===== src/include/asle_pkg.sv =====
package asle_pkg;

   // Register indices; the byte address on APB is four times the index
   localparam logic [11:0] IDX_CLK_CTL    = 12'h009;
   localparam logic [11:0] IDX_LINK_CTL   = 12'h033;
   localparam logic [11:0] IDX_STATUS     = 12'h034;
   localparam logic [11:0] ADDR_CLK_CTL   = IDX_CLK_CTL << 2;
   localparam logic [11:0] ADDR_LINK_CTL  = IDX_LINK_CTL << 2;
   localparam logic [11:0] ADDR_STATUS    = IDX_STATUS << 2;

   // Field positions
   localparam int DCS_EN_BIT     = 0;
   localparam int SCR_EN_BIT     = 0;
   localparam int TAIL_OOR_BIT   = 3;
   localparam int ST_SYNC_BIT    = 0;
   localparam int ST_RD_BIT      = 1;
   localparam int ST_DCS_BIT     = 2;
   localparam int ST_FRAME_BIT   = 3;

   // Reset values
   localparam logic [7:0]  CLK_CTL_RST    = 8'h01;
   localparam logic [7:0]  LINK_CTL_RST   = 8'h00;
   localparam logic [14:0] SCR_SEED       = 15'h7fff;
   localparam logic        RD_RST         = 1'b0;

   // Control and data characters
   localparam logic [7:0]  K28_5          = 8'hbc;
   localparam logic [7:0]  K28_7          = 8'hfc;
   localparam logic [7:0]  D28_7          = 8'hfc;
   localparam logic [2:0]  TAIL_PAD       = 3'h0;
   localparam logic [3:0]  TAIL_NONE      = 4'h0;

   // Timing counts
   localparam logic [1:0]  SYNC_LOW_CYCLES = 2'h2;
   localparam int          DCS_MIN_MHZ     = 50;

   // Frame position, Gray coded along sync -> msb -> lsb
   typedef enum logic [1:0] {
      ST_SYNC = 2'b00,
      ST_MSB  = 2'b01,
      ST_LSB  = 2'b11
   } asle_state_t;

   // One converter word with its range flag
   typedef struct packed {
      logic        oor;
      logic [11:0] data;
   } asle_sample_t;

   // One octet headed for the line encoder
   typedef struct packed {
      logic       is_k;
      logic [7:0] octet;
   } asle_char_t;

endpackage


===== src/hw/asle_enc8b10b.sv =====
`timescale 1ns/1ns
// 8B/10B encoder; code bit 9 is line bit a, sent first.
// Control support is limited to K28.5 and K28.7, the only ones this lane sends.
module asle_enc8b10b
   import asle_pkg::*;
(
   input  wire asle_pkg::asle_char_t ch,
   input  wire logic                 rd_in,
   output logic [9:0]                code,
   output logic                      rd_out
);

   // 5b/6b codes for negative disparity, abcdei
   function automatic logic [5:0] six_neg(input logic [4:0] x);
      case (x)
         5'd0:    six_neg = 6'b100111;
         5'd1:    six_neg = 6'b011101;
         5'd2:    six_neg = 6'b101101;
         5'd3:    six_neg = 6'b110001;
         5'd4:    six_neg = 6'b110101;
         5'd5:    six_neg = 6'b101001;
         5'd6:    six_neg = 6'b011001;
         5'd7:    six_neg = 6'b111000;
         5'd8:    six_neg = 6'b111001;
         5'd9:    six_neg = 6'b100101;
         5'd10:   six_neg = 6'b010101;
         5'd11:   six_neg = 6'b110100;
         5'd12:   six_neg = 6'b001101;
         5'd13:   six_neg = 6'b101100;
         5'd14:   six_neg = 6'b011100;
         5'd15:   six_neg = 6'b010111;
         5'd16:   six_neg = 6'b011011;
         5'd17:   six_neg = 6'b100011;
         5'd18:   six_neg = 6'b010011;
         5'd19:   six_neg = 6'b110010;
         5'd20:   six_neg = 6'b001011;
         5'd21:   six_neg = 6'b101010;
         5'd22:   six_neg = 6'b011010;
         5'd23:   six_neg = 6'b111010;
         5'd24:   six_neg = 6'b110011;
         5'd25:   six_neg = 6'b100110;
         5'd26:   six_neg = 6'b010110;
         5'd27:   six_neg = 6'b110110;
         5'd28:   six_neg = 6'b001110;
         5'd29:   six_neg = 6'b101110;
         5'd30:   six_neg = 6'b011110;
         default: six_neg = 6'b101011;
      endcase
   endfunction

   // 3b/4b codes for negative disparity, fghj
   function automatic logic [3:0] four_neg(input logic [2:0] y);
      case (y)
         3'd0:    four_neg = 4'b1011;
         3'd1:    four_neg = 4'b1001;
         3'd2:    four_neg = 4'b0101;
         3'd3:    four_neg = 4'b1100;
         3'd4:    four_neg = 4'b1101;
         3'd5:    four_neg = 4'b1010;
         3'd6:    four_neg = 4'b0110;
         default: four_neg = 4'b1110;
      endcase
   endfunction

   wire [4:0] x = ch.octet[4:0];
   wire [2:0] y = ch.octet[7:5];

   // Six-bit sub-block; unbalanced codes and D.7 flip at positive disparity
   wire [5:0] six_base  = ch.is_k ? 6'b001111 : six_neg(x);
   wire       six_unbal = (six_base[0] + six_base[1] + six_base[2] + six_base[3] + six_base[4] + six_base[5]) != 3'd3;
   wire       six_flip  = rd_in & (six_unbal | ((x == 5'd7) & ~ch.is_k));
   wire [5:0] six       = six_flip ? ~six_base : six_base;
   wire       rd_mid    = rd_in ^ six_unbal;

   // Four-bit sub-block; alternate D.x.7 avoids a run of five
   wire       alt7      = (y == 3'd7) & ((~rd_mid & ((x == 5'd17) | (x == 5'd18) | (x == 5'd20)))
                                       | (rd_mid & ((x == 5'd11) | (x == 5'd13) | (x == 5'd14))));
   wire [3:0] four_base = alt7 ? 4'b0111 : four_neg(y);
   wire       four_unbal = (y == 3'd0) | (y == 3'd4) | (y == 3'd7);
   wire [3:0] four_d    = (rd_mid & (four_unbal | (y == 3'd3))) ? ~four_base : four_base;
   wire [3:0] four_k    = (y == 3'd7) ? (rd_mid ? 4'b1000 : 4'b0111) : (rd_mid ? 4'b1010 : 4'b0101);

   assign code   = {six, ch.is_k ? four_k : four_d};
   assign rd_out = rd_mid ^ four_unbal;

endmodule


===== src/hw/asle_lane_tx.sv =====
`timescale 1ns/1ns
// Operation
// - First octet of a frame carries sample bits 11 to 4, msb first.
// - Second octet carries sample bits 3 to 0 then four tail bits.
// - Top tail bit may carry the sample's out-of-range flag.
// - Link format register bit 3 picks the tail bit content.
// - Link format register bit 0 turns scrambling on; otherwise octets pass clear.
// - Scrambler is self-synchronizing with polynomial 1 + x^14 + x^15.
// - Every octet becomes one 10-bit 8B/10B symbol, two per sample.
// - K28.5 and K28.7 commas are sent; receiver finds frames from them.
// - Duty cycle stabilizer is on after reset, giving nominal 50% duty.
// - Clock conditioning register can switch the stabilizer off.
// - Correction loop need not work below a 50 MHz sample clock.
// - Sync low two cycles: send K28.5 until release, then msb octet.
module asle_lane_tx
   import asle_pkg::*;
(
   input  wire logic                   pclk,
   input  wire logic                   presetn,
   input  wire logic                   psel,
   input  wire logic                   penable,
   input  wire logic                   pwrite,
   input  wire logic [11:0]            paddr,
   input  wire logic [31:0]            pwdata,
   output logic [31:0]                 prdata,
   output logic                        pready,
   output logic                        pslverr,
   input  wire asle_pkg::asle_sample_t sample,
   output logic                        sample_taken,
   input  wire logic                   programmable_mode_pin_n,
   input  wire logic                   clock_rate_low,
   output logic [9:0]                  lane_symbol,
   output logic                        duty_cycle_stabilizer_en
);

   // Software registers
   logic [7:0]  clk_ctl;
   logic [7:0]  link_ctl;

   // Pin synchronisers
   logic        sync_meta;
   logic        sync_pin;
   logic        rate_meta;
   logic        rate_low;

   // Frame state
   asle_state_t state;
   asle_state_t next_state;
   logic [1:0]  low_cnt;
   logic [1:0]  next_low_cnt;

   // Data path state
   logic [7:0]  lsb_hold;
   logic [7:0]  prev_lsb;
   logic        prev_valid;
   logic [14:0] scr_state;
   logic        rd;

   // Self-synchronizing scrambler over one octet, msb first.
   // State bit 0 is the newest output; bits 13 and 14 are the x^14 and x^15 taps.
   function automatic logic [22:0] scramble(input logic [7:0] d, input logic [14:0] st);
      logic [14:0] s;
      logic [7:0]  o;
      s = st;
      o = 8'h00;
      for (int i = 7; i >= 0; i--)
      begin
         o[i] = d[i] ^ s[13] ^ s[14];
         s    = {s[13:0], o[i]};
      end
      scramble = {s, o};
   endfunction

   // APB decode; the slave answers in the first access cycle
   wire         apb_setup   = psel & ~penable;
   wire         apb_access  = psel & penable & pready;
   wire         hit_clk     = paddr == ADDR_CLK_CTL;
   wire         hit_link    = paddr == ADDR_LINK_CTL;
   wire         hit_status  = paddr == ADDR_STATUS;
   wire         mapped      = hit_clk | hit_link | hit_status;
   wire         wr_clk      = apb_access & pwrite & hit_clk;
   wire         wr_link     = apb_access & pwrite & hit_link;

   // Control fields
   wire         scr_en      = link_ctl[SCR_EN_BIT];
   wire         tail_oor    = link_ctl[TAIL_OOR_BIT];
   wire         dcs_en      = clk_ctl[DCS_EN_BIT];

   // Below the minimum clock rate the loop is not relied on, so it reads back idle
   wire         dcs_active  = dcs_en & ~rate_low;

   // Status word shows the lane's own state
   wire [31:0]  status_word = {28'h000_0000, state == ST_LSB, dcs_active, rd, state == ST_SYNC};

   // Read data selection
   wire [31:0]  rd_mux = hit_clk    ? {24'h00_0000, clk_ctl}  :
                         hit_link   ? {24'h00_0000, link_ctl} :
                         hit_status ? status_word             :
                         32'h0000_0000;

   // APB answer registers; unmapped addresses get an error, writes to status are dropped
   always_ff @(posedge pclk or negedge presetn)
   begin
      if (!presetn)
      begin
         pready  <= 1'b0;
         pslverr <= 1'b0;
         prdata  <= 32'h0000_0000;
      end
      else
      begin
         pready  <= apb_setup;
         pslverr <= apb_setup & ~mapped;
         prdata  <= apb_setup ? rd_mux : 32'h0000_0000;
      end
   end

   // Clock conditioning register; the stabilizer comes up enabled
   always_ff @(posedge pclk or negedge presetn)
   begin
      if (!presetn)
         clk_ctl <= CLK_CTL_RST;
      else if (wr_clk)
         clk_ctl <= pwdata[7:0];
   end

   // Serial link format register
   always_ff @(posedge pclk or negedge presetn)
   begin
      if (!presetn)
         link_ctl <= LINK_CTL_RST;
      else if (wr_link)
         link_ctl <= pwdata[7:0];
   end

   // Stabilizer enable drives the clock conditioning circuit directly
   assign duty_cycle_stabilizer_en = dcs_en;

   // Two-flop synchronisers for the sync pin and the slow clock flag.
   // Sync idles high so a reset does not fake a request.
   always_ff @(posedge pclk or negedge presetn)
   begin
      if (!presetn)
      begin
         sync_meta <= 1'b1;
         sync_pin  <= 1'b1;
         rate_meta <= 1'b0;
         rate_low  <= 1'b0;
      end
      else
      begin
         sync_meta <= programmable_mode_pin_n;
         sync_pin  <= sync_meta;
         rate_meta <= clock_rate_low;
         rate_low  <= rate_meta;
      end
   end

   // Count low cycles of the request; a single-cycle glitch is ignored
   wire         sync_request = ~sync_pin & (low_cnt == SYNC_LOW_CYCLES - 2'd1);
   assign next_low_cnt = sync_pin ? 2'd0 :
                         (low_cnt == SYNC_LOW_CYCLES - 2'd1) ? low_cnt : low_cnt + 2'd1;

   // Frame sequencer: commas while held in sync, else msb then lsb octet
   always_comb
   begin
      next_state = state;
      case (state)
         ST_SYNC:
            if (sync_pin)
               next_state = ST_MSB;
         ST_MSB:
            if (sync_request)
               next_state = ST_SYNC;
            else
               next_state = ST_LSB;
         ST_LSB:
            if (sync_request)
               next_state = ST_SYNC;
            else
               next_state = ST_MSB;
         default:
            next_state = ST_SYNC;
      endcase
   end

   always_ff @(posedge pclk or negedge presetn)
   begin
      if (!presetn)
      begin
         state   <= ST_SYNC;
         low_cnt <= 2'd0;
      end
      else
      begin
         state   <= next_state;
         low_cnt <= next_low_cnt;
      end
   end

   // Octet formatting from the incoming sample
   wire [3:0]   tail     = tail_oor ? {sample.oor, TAIL_PAD} : TAIL_NONE;
   wire [7:0]   msb_raw  = sample.data[11:4];
   wire [7:0]   lsb_raw  = {sample.data[3:0], tail};
   wire         in_msb   = state == ST_MSB;
   wire         in_lsb   = state == ST_LSB;

   // Scrambling of the octet on air this cycle
   wire [7:0]   cur_raw  = in_msb ? msb_raw : lsb_hold;
   wire [22:0]  scr_res  = scramble(cur_raw, scr_state);
   wire [7:0]   cur_oct  = scr_en ? scr_res[7:0] : cur_raw;

   // A repeated clear lsb octet, or a scrambled D28.7, goes out as K28.7.
   // This keeps the receiver's frame check alive without extra overhead.
   wire         rep_clear = ~scr_en & prev_valid & (cur_raw == prev_lsb);
   wire         rep_scr   = scr_en & (cur_oct == D28_7);
   wire         use_k28_7 = in_lsb & (rep_clear | rep_scr);

   // Character presented to the encoder
   asle_char_t  enc_char;
   assign enc_char = (state == ST_SYNC) ? asle_char_t'{is_k: 1'b1, octet: K28_5} :
                     use_k28_7          ? asle_char_t'{is_k: 1'b1, octet: K28_7} :
                                          asle_char_t'{is_k: 1'b0, octet: cur_oct};

   // Line encoder
   logic [9:0]  enc_code;
   logic        enc_rd;

   asle_enc8b10b u_enc (
      .ch     (enc_char),
      .rd_in  (rd),
      .code   (enc_code),
      .rd_out (enc_rd)
   );

   // Symbol register and running disparity, carried through every symbol
   always_ff @(posedge pclk or negedge presetn)
   begin
      if (!presetn)
      begin
         lane_symbol <= 10'h000;
         rd          <= RD_RST;
      end
      else
      begin
         lane_symbol <= enc_code;
         rd          <= enc_rd;
      end
   end

   // Sample hand-off: one sample per two symbols, taken with the msb octet
   always_ff @(posedge pclk or negedge presetn)
   begin
      if (!presetn)
      begin
         sample_taken <= 1'b0;
         lsb_hold     <= 8'h00;
      end
      else
      begin
         sample_taken <= in_msb;
         if (in_msb)
            lsb_hold <= lsb_raw;
      end
   end

   // Previous lsb octet for repeat detection; cleared by resynchronisation
   always_ff @(posedge pclk or negedge presetn)
   begin
      if (!presetn)
      begin
         prev_lsb   <= 8'h00;
         prev_valid <= 1'b0;
      end
      else if (state == ST_SYNC)
         prev_valid <= 1'b0;
      else if (in_lsb)
      begin
         prev_lsb   <= cur_raw;
         prev_valid <= 1'b1;
      end
   end

   // With scrambling on, the scrambler advances on every msb and lsb octet, K28.7 included; K28.5 leaves it untouched
   always_ff @(posedge pclk or negedge presetn)
   begin
      if (!presetn)
         scr_state <= SCR_SEED;
      else if (scr_en & (state != ST_SYNC))
         scr_state <= scr_res[22:8];
   end

endmodule


===== config.mk =====
export PLATFORM = sky130hd
export DESIGN_NAME = asle_lane_tx
export DESIGN_NICKNAME = d
export VERILOG_FILES = /design/src/include/asle_pkg.sv /design/src/hw/asle_enc8b10b.sv /design/src/hw/asle_lane_tx.sv
export SDC_FILE = /design/constraint.sdc
export NUM_CORES = 1
export LEC_CHECK = 0
export ABC_AREA = 1
export BUFFER_PORTS_ARGS = -buffer_cell sky130_fd_sc_hd__clkbuf_2
export CAP_MARGIN = 15
export CORE_MARGIN = 1
export CORE_UTILIZATION = 45
export CTS_CLUSTER_SIZE = 25
export DETAILED_ROUTE_END_ITERATION = 6
export PLACE_DENSITY = 0.76
export SYNTH_ARGS = -nofsm -noshare
export SYNTH_HDL_FRONTEND = slang
export SYNTH_SLANG_ARGS = --single-unit

===== constraint.sdc =====
create_clock -name pclk -period 17.35 [get_ports pclk]
set_input_delay 1.735 -clock pclk [delete_from_list [all_inputs] [get_ports pclk]]
set_output_delay 1.735 -clock pclk [all_outputs]
set_load 0.1 [all_outputs]

==> results.yml <==
clocking:
  htree_levels: 3
  clock_latency_ns: 0.35
  root_buffer: "clkbuf_8"
  clock_sinks: 75
  ctsHoldBuffers: 0
  clk_path_buf_depth: 2
  ctsResizeCount: 0
  path_clk_slew_ns: 0.08
  tritoncts: "done"
  cts_made_buffers: 9
  cts_setup_buffers: 0
power_and_ir_drop:
  p_seq_frac: 0.218
  vdd_drop_max_v: 0.000132
  powerDensity_nw_per_um2: 208
  pwr-share-clk: 0.134
  p_total_uw: 1070
  p_sw_frac: 0.531
  share_comb_of_total_power: 0.648
  netSwitchingPower_uw: 570
  p_leak_uw: 0.00270
  power.internal_uw: 504
grt:
  grt_max_degree: 76
  overflow: 0
  grt_pass1_wl_um: 16800
  grtUsageTotal: 0.204
  grt_pass1_vias: 3707
  antenna_found_initial: 0
floorplanning:
  io_pins: 110
  die_x_um: 103
  placeableCoreArea_um2: 9860
  start_util: 0.467
  die-area_um2: 10600
  placementRows: 36
  die_h_um: 103
finish:
  final_common_cell: "nand2_1"
  drive_above_1_share: 0.211
  area_delta_synth_final_pct: 11.9
  fill_cells: 923
  final_cells: 801
  final_util: 0.523
  final_nets: 744
  final_cell_mix: "nand2_1, inv_1, clkbuf_2"
  n_antenna_cell: 0
synth:
  avgSynthCellArea_um2: 7.68
  synth_warnings: 0
  synth_seq_cells: 75
  netlist_instances: 600
  synth_top_area_share: 0.310
  synthArstFlopShare: 1.00
  synth_enable_flop_cells: 0
  synth-main-ff-cell: "dfrtp_1"
  synthTopCellsByArea: "dfrtp_1, nand2_1, dfstp_2"
  synth_seq_area_share: 0.412
  syn-cell-area_um2: 4610
  yosysTopAreaCell: "dfrtp_1"
  synth.distinct_cells: 47
timing:
  clock_skew_ns: 0.00806
  post-route-min-period_ns: 6.80
  worst_hold_slack_ns: 0.352
  worstMarginPinSlew_ns: 0.917
  rsz0062_at_grt: "no"
  setup_viol: 0
  setup_tns_ns: 0
  relSlewSlack: 0.389
  final_max_slew_viol_count: 0
  max_freq_mhz: 147
  finalHoldViolCount: 0
  period_share: 0.392
critical_path:
  rr_endpoint: "lane_symbol[3]"
  cp-end-kind: "register"
  cp.required_ns: 17.60
  crit_type: "primary input to register"
  timing.rr.start: "state[1]"
  crit_top_cell: "nand2_1"
  crit_path_start_kind: "primary input"
  worstPathArrival_ns: 7.05
  r2r_slack_ns: 10.81
  reg2reg_depth: 39
  slowest_stage: "fa_1"
  crit_fanout: 14
  max_stage_delay_ns: 0.47
status:
  status: "finished, final reports clean"
route:
  drc_errors: 0
  routed_wirelength_um: 9840
  drtIter0Drc: 222
  num_vias: 3986
  vias_per_cell: 4.98
  wl_per_cell_um: 12.3
  ant_nets: 0
  firstDrtPassIters: 5
placement:
  placed_cells: 785
  place_congestion: 0.850
  hpwl_um: 7380
  port_buffers: 61
run:
  maxCapViolCount: 0
hold_path:
  whs_path_depth: 0
  hp-start: "rate_meta"
  worstHoldPathType: "register to register"
  worstHoldEndpoint: "rate_low"
## cell families after synthesis
kind of cell               count (synthesis)  synth area share
adders and majority gates                 17            0.0510
and+or+nand+nor                          301             0.290
buffers and inverters                    108             0.112
AOI/OAI and AO/OA                         84             0.107
other                                      1          0.000814
DFF                                       75             0.412
xor gates and xnor gates                  14            0.0266
## layout make-up
class | instances | area, um^2 | share of cell area
sequential | 75 | 1900 | 0.368
inverter | 74 | 280 | 0.0544
clock buffer | 12 | 165 | 0.0320
multi-input combinational | 440 | 2280 | 0.442
tap | 133 | 166 | 0.0323
timing repair buffer | 63 | 320 | 0.0621
clock inverter | 4 | 47.5 | 0.00922
## worst max-delay path, delay by kind of cell
family	cells	cell delay [ns]
and+or+nand+nor	26	2.79
adders and majority gates	5	1.70
buffers and inverters	7	0.66
AOI/OAI and AO/OA	1	0.14
## worst max-delay path by stage
stage          slack [ns]  cells after the start              to       from
2_1_floorplan       10.84                     39  lane_symbol[3]  sample[6]
3_3_place_gp        10.30                     39  lane_symbol[3]  sample[9]
3_5_place_dp        10.19                     39  lane_symbol[3]  sample[9]
4_1_cts             10.56                     39  lane_symbol[3]  sample[9]
5_1_grt              9.97                     39  lane_symbol[3]  sample[9]
6_report            10.55                     39  lane_symbol[3]  sample[9]
## metrics by stage
stage               worst slack [ns]  instance area (um^2)
floorplan                      10.84                  4690
global placement               10.30                  4940
detailed placement             10.19                  4940
CTS                            10.56                  5160
global route                    9.97                  5160
finish                         10.55                  5160
## registers in the layout (all words and copies together) (netlist names), 2 cells and up
| signal | flops |
|---|---|
| prev_lsb | 8 |
| lsb_hold | 5 |
| state | 2 |
| link_ctl | 8 |
| prdata | 8 |
| clk_ctl | 8 |
| scr_state | 15 |
| low_cnt | 2 |
| lane_symbol | 10 |
## synthesized netlist by cell type, types with 13 or more instances
master   count
buf_4       26
nand2_1    200
dfrtp_1     57
nand2_2     13
nand3_1     34
inv_1       63
dfstp_2     18
o21ai_0     49
nor2_1      28
ha_1        14
## power groups by stage
stage / clock network (uW) / registers [uW] / logic (uW)
after CTS: 147 / 234 / 702
after detailed placement: 0 / 237 / 698
after global routing: 155 / 239 / 786
after global placement: 0 / 236 / 677
after floorplan: 0 / 333 / 482
final: 144 / 234 / 695
## layer usage
metal	vias to the layer above	GRT usage	share of wire	wire length [um]
met3	25	0.0457	0.051	506
li1	1973	-	-	-
met1	1858	0.268	0.45	4420
met4	0	0.0932	0.026	251
met2	130	0.322	0.47	4670
met5	-	0	0	0
Note: power is estimated with default switching activity, not from simulation.
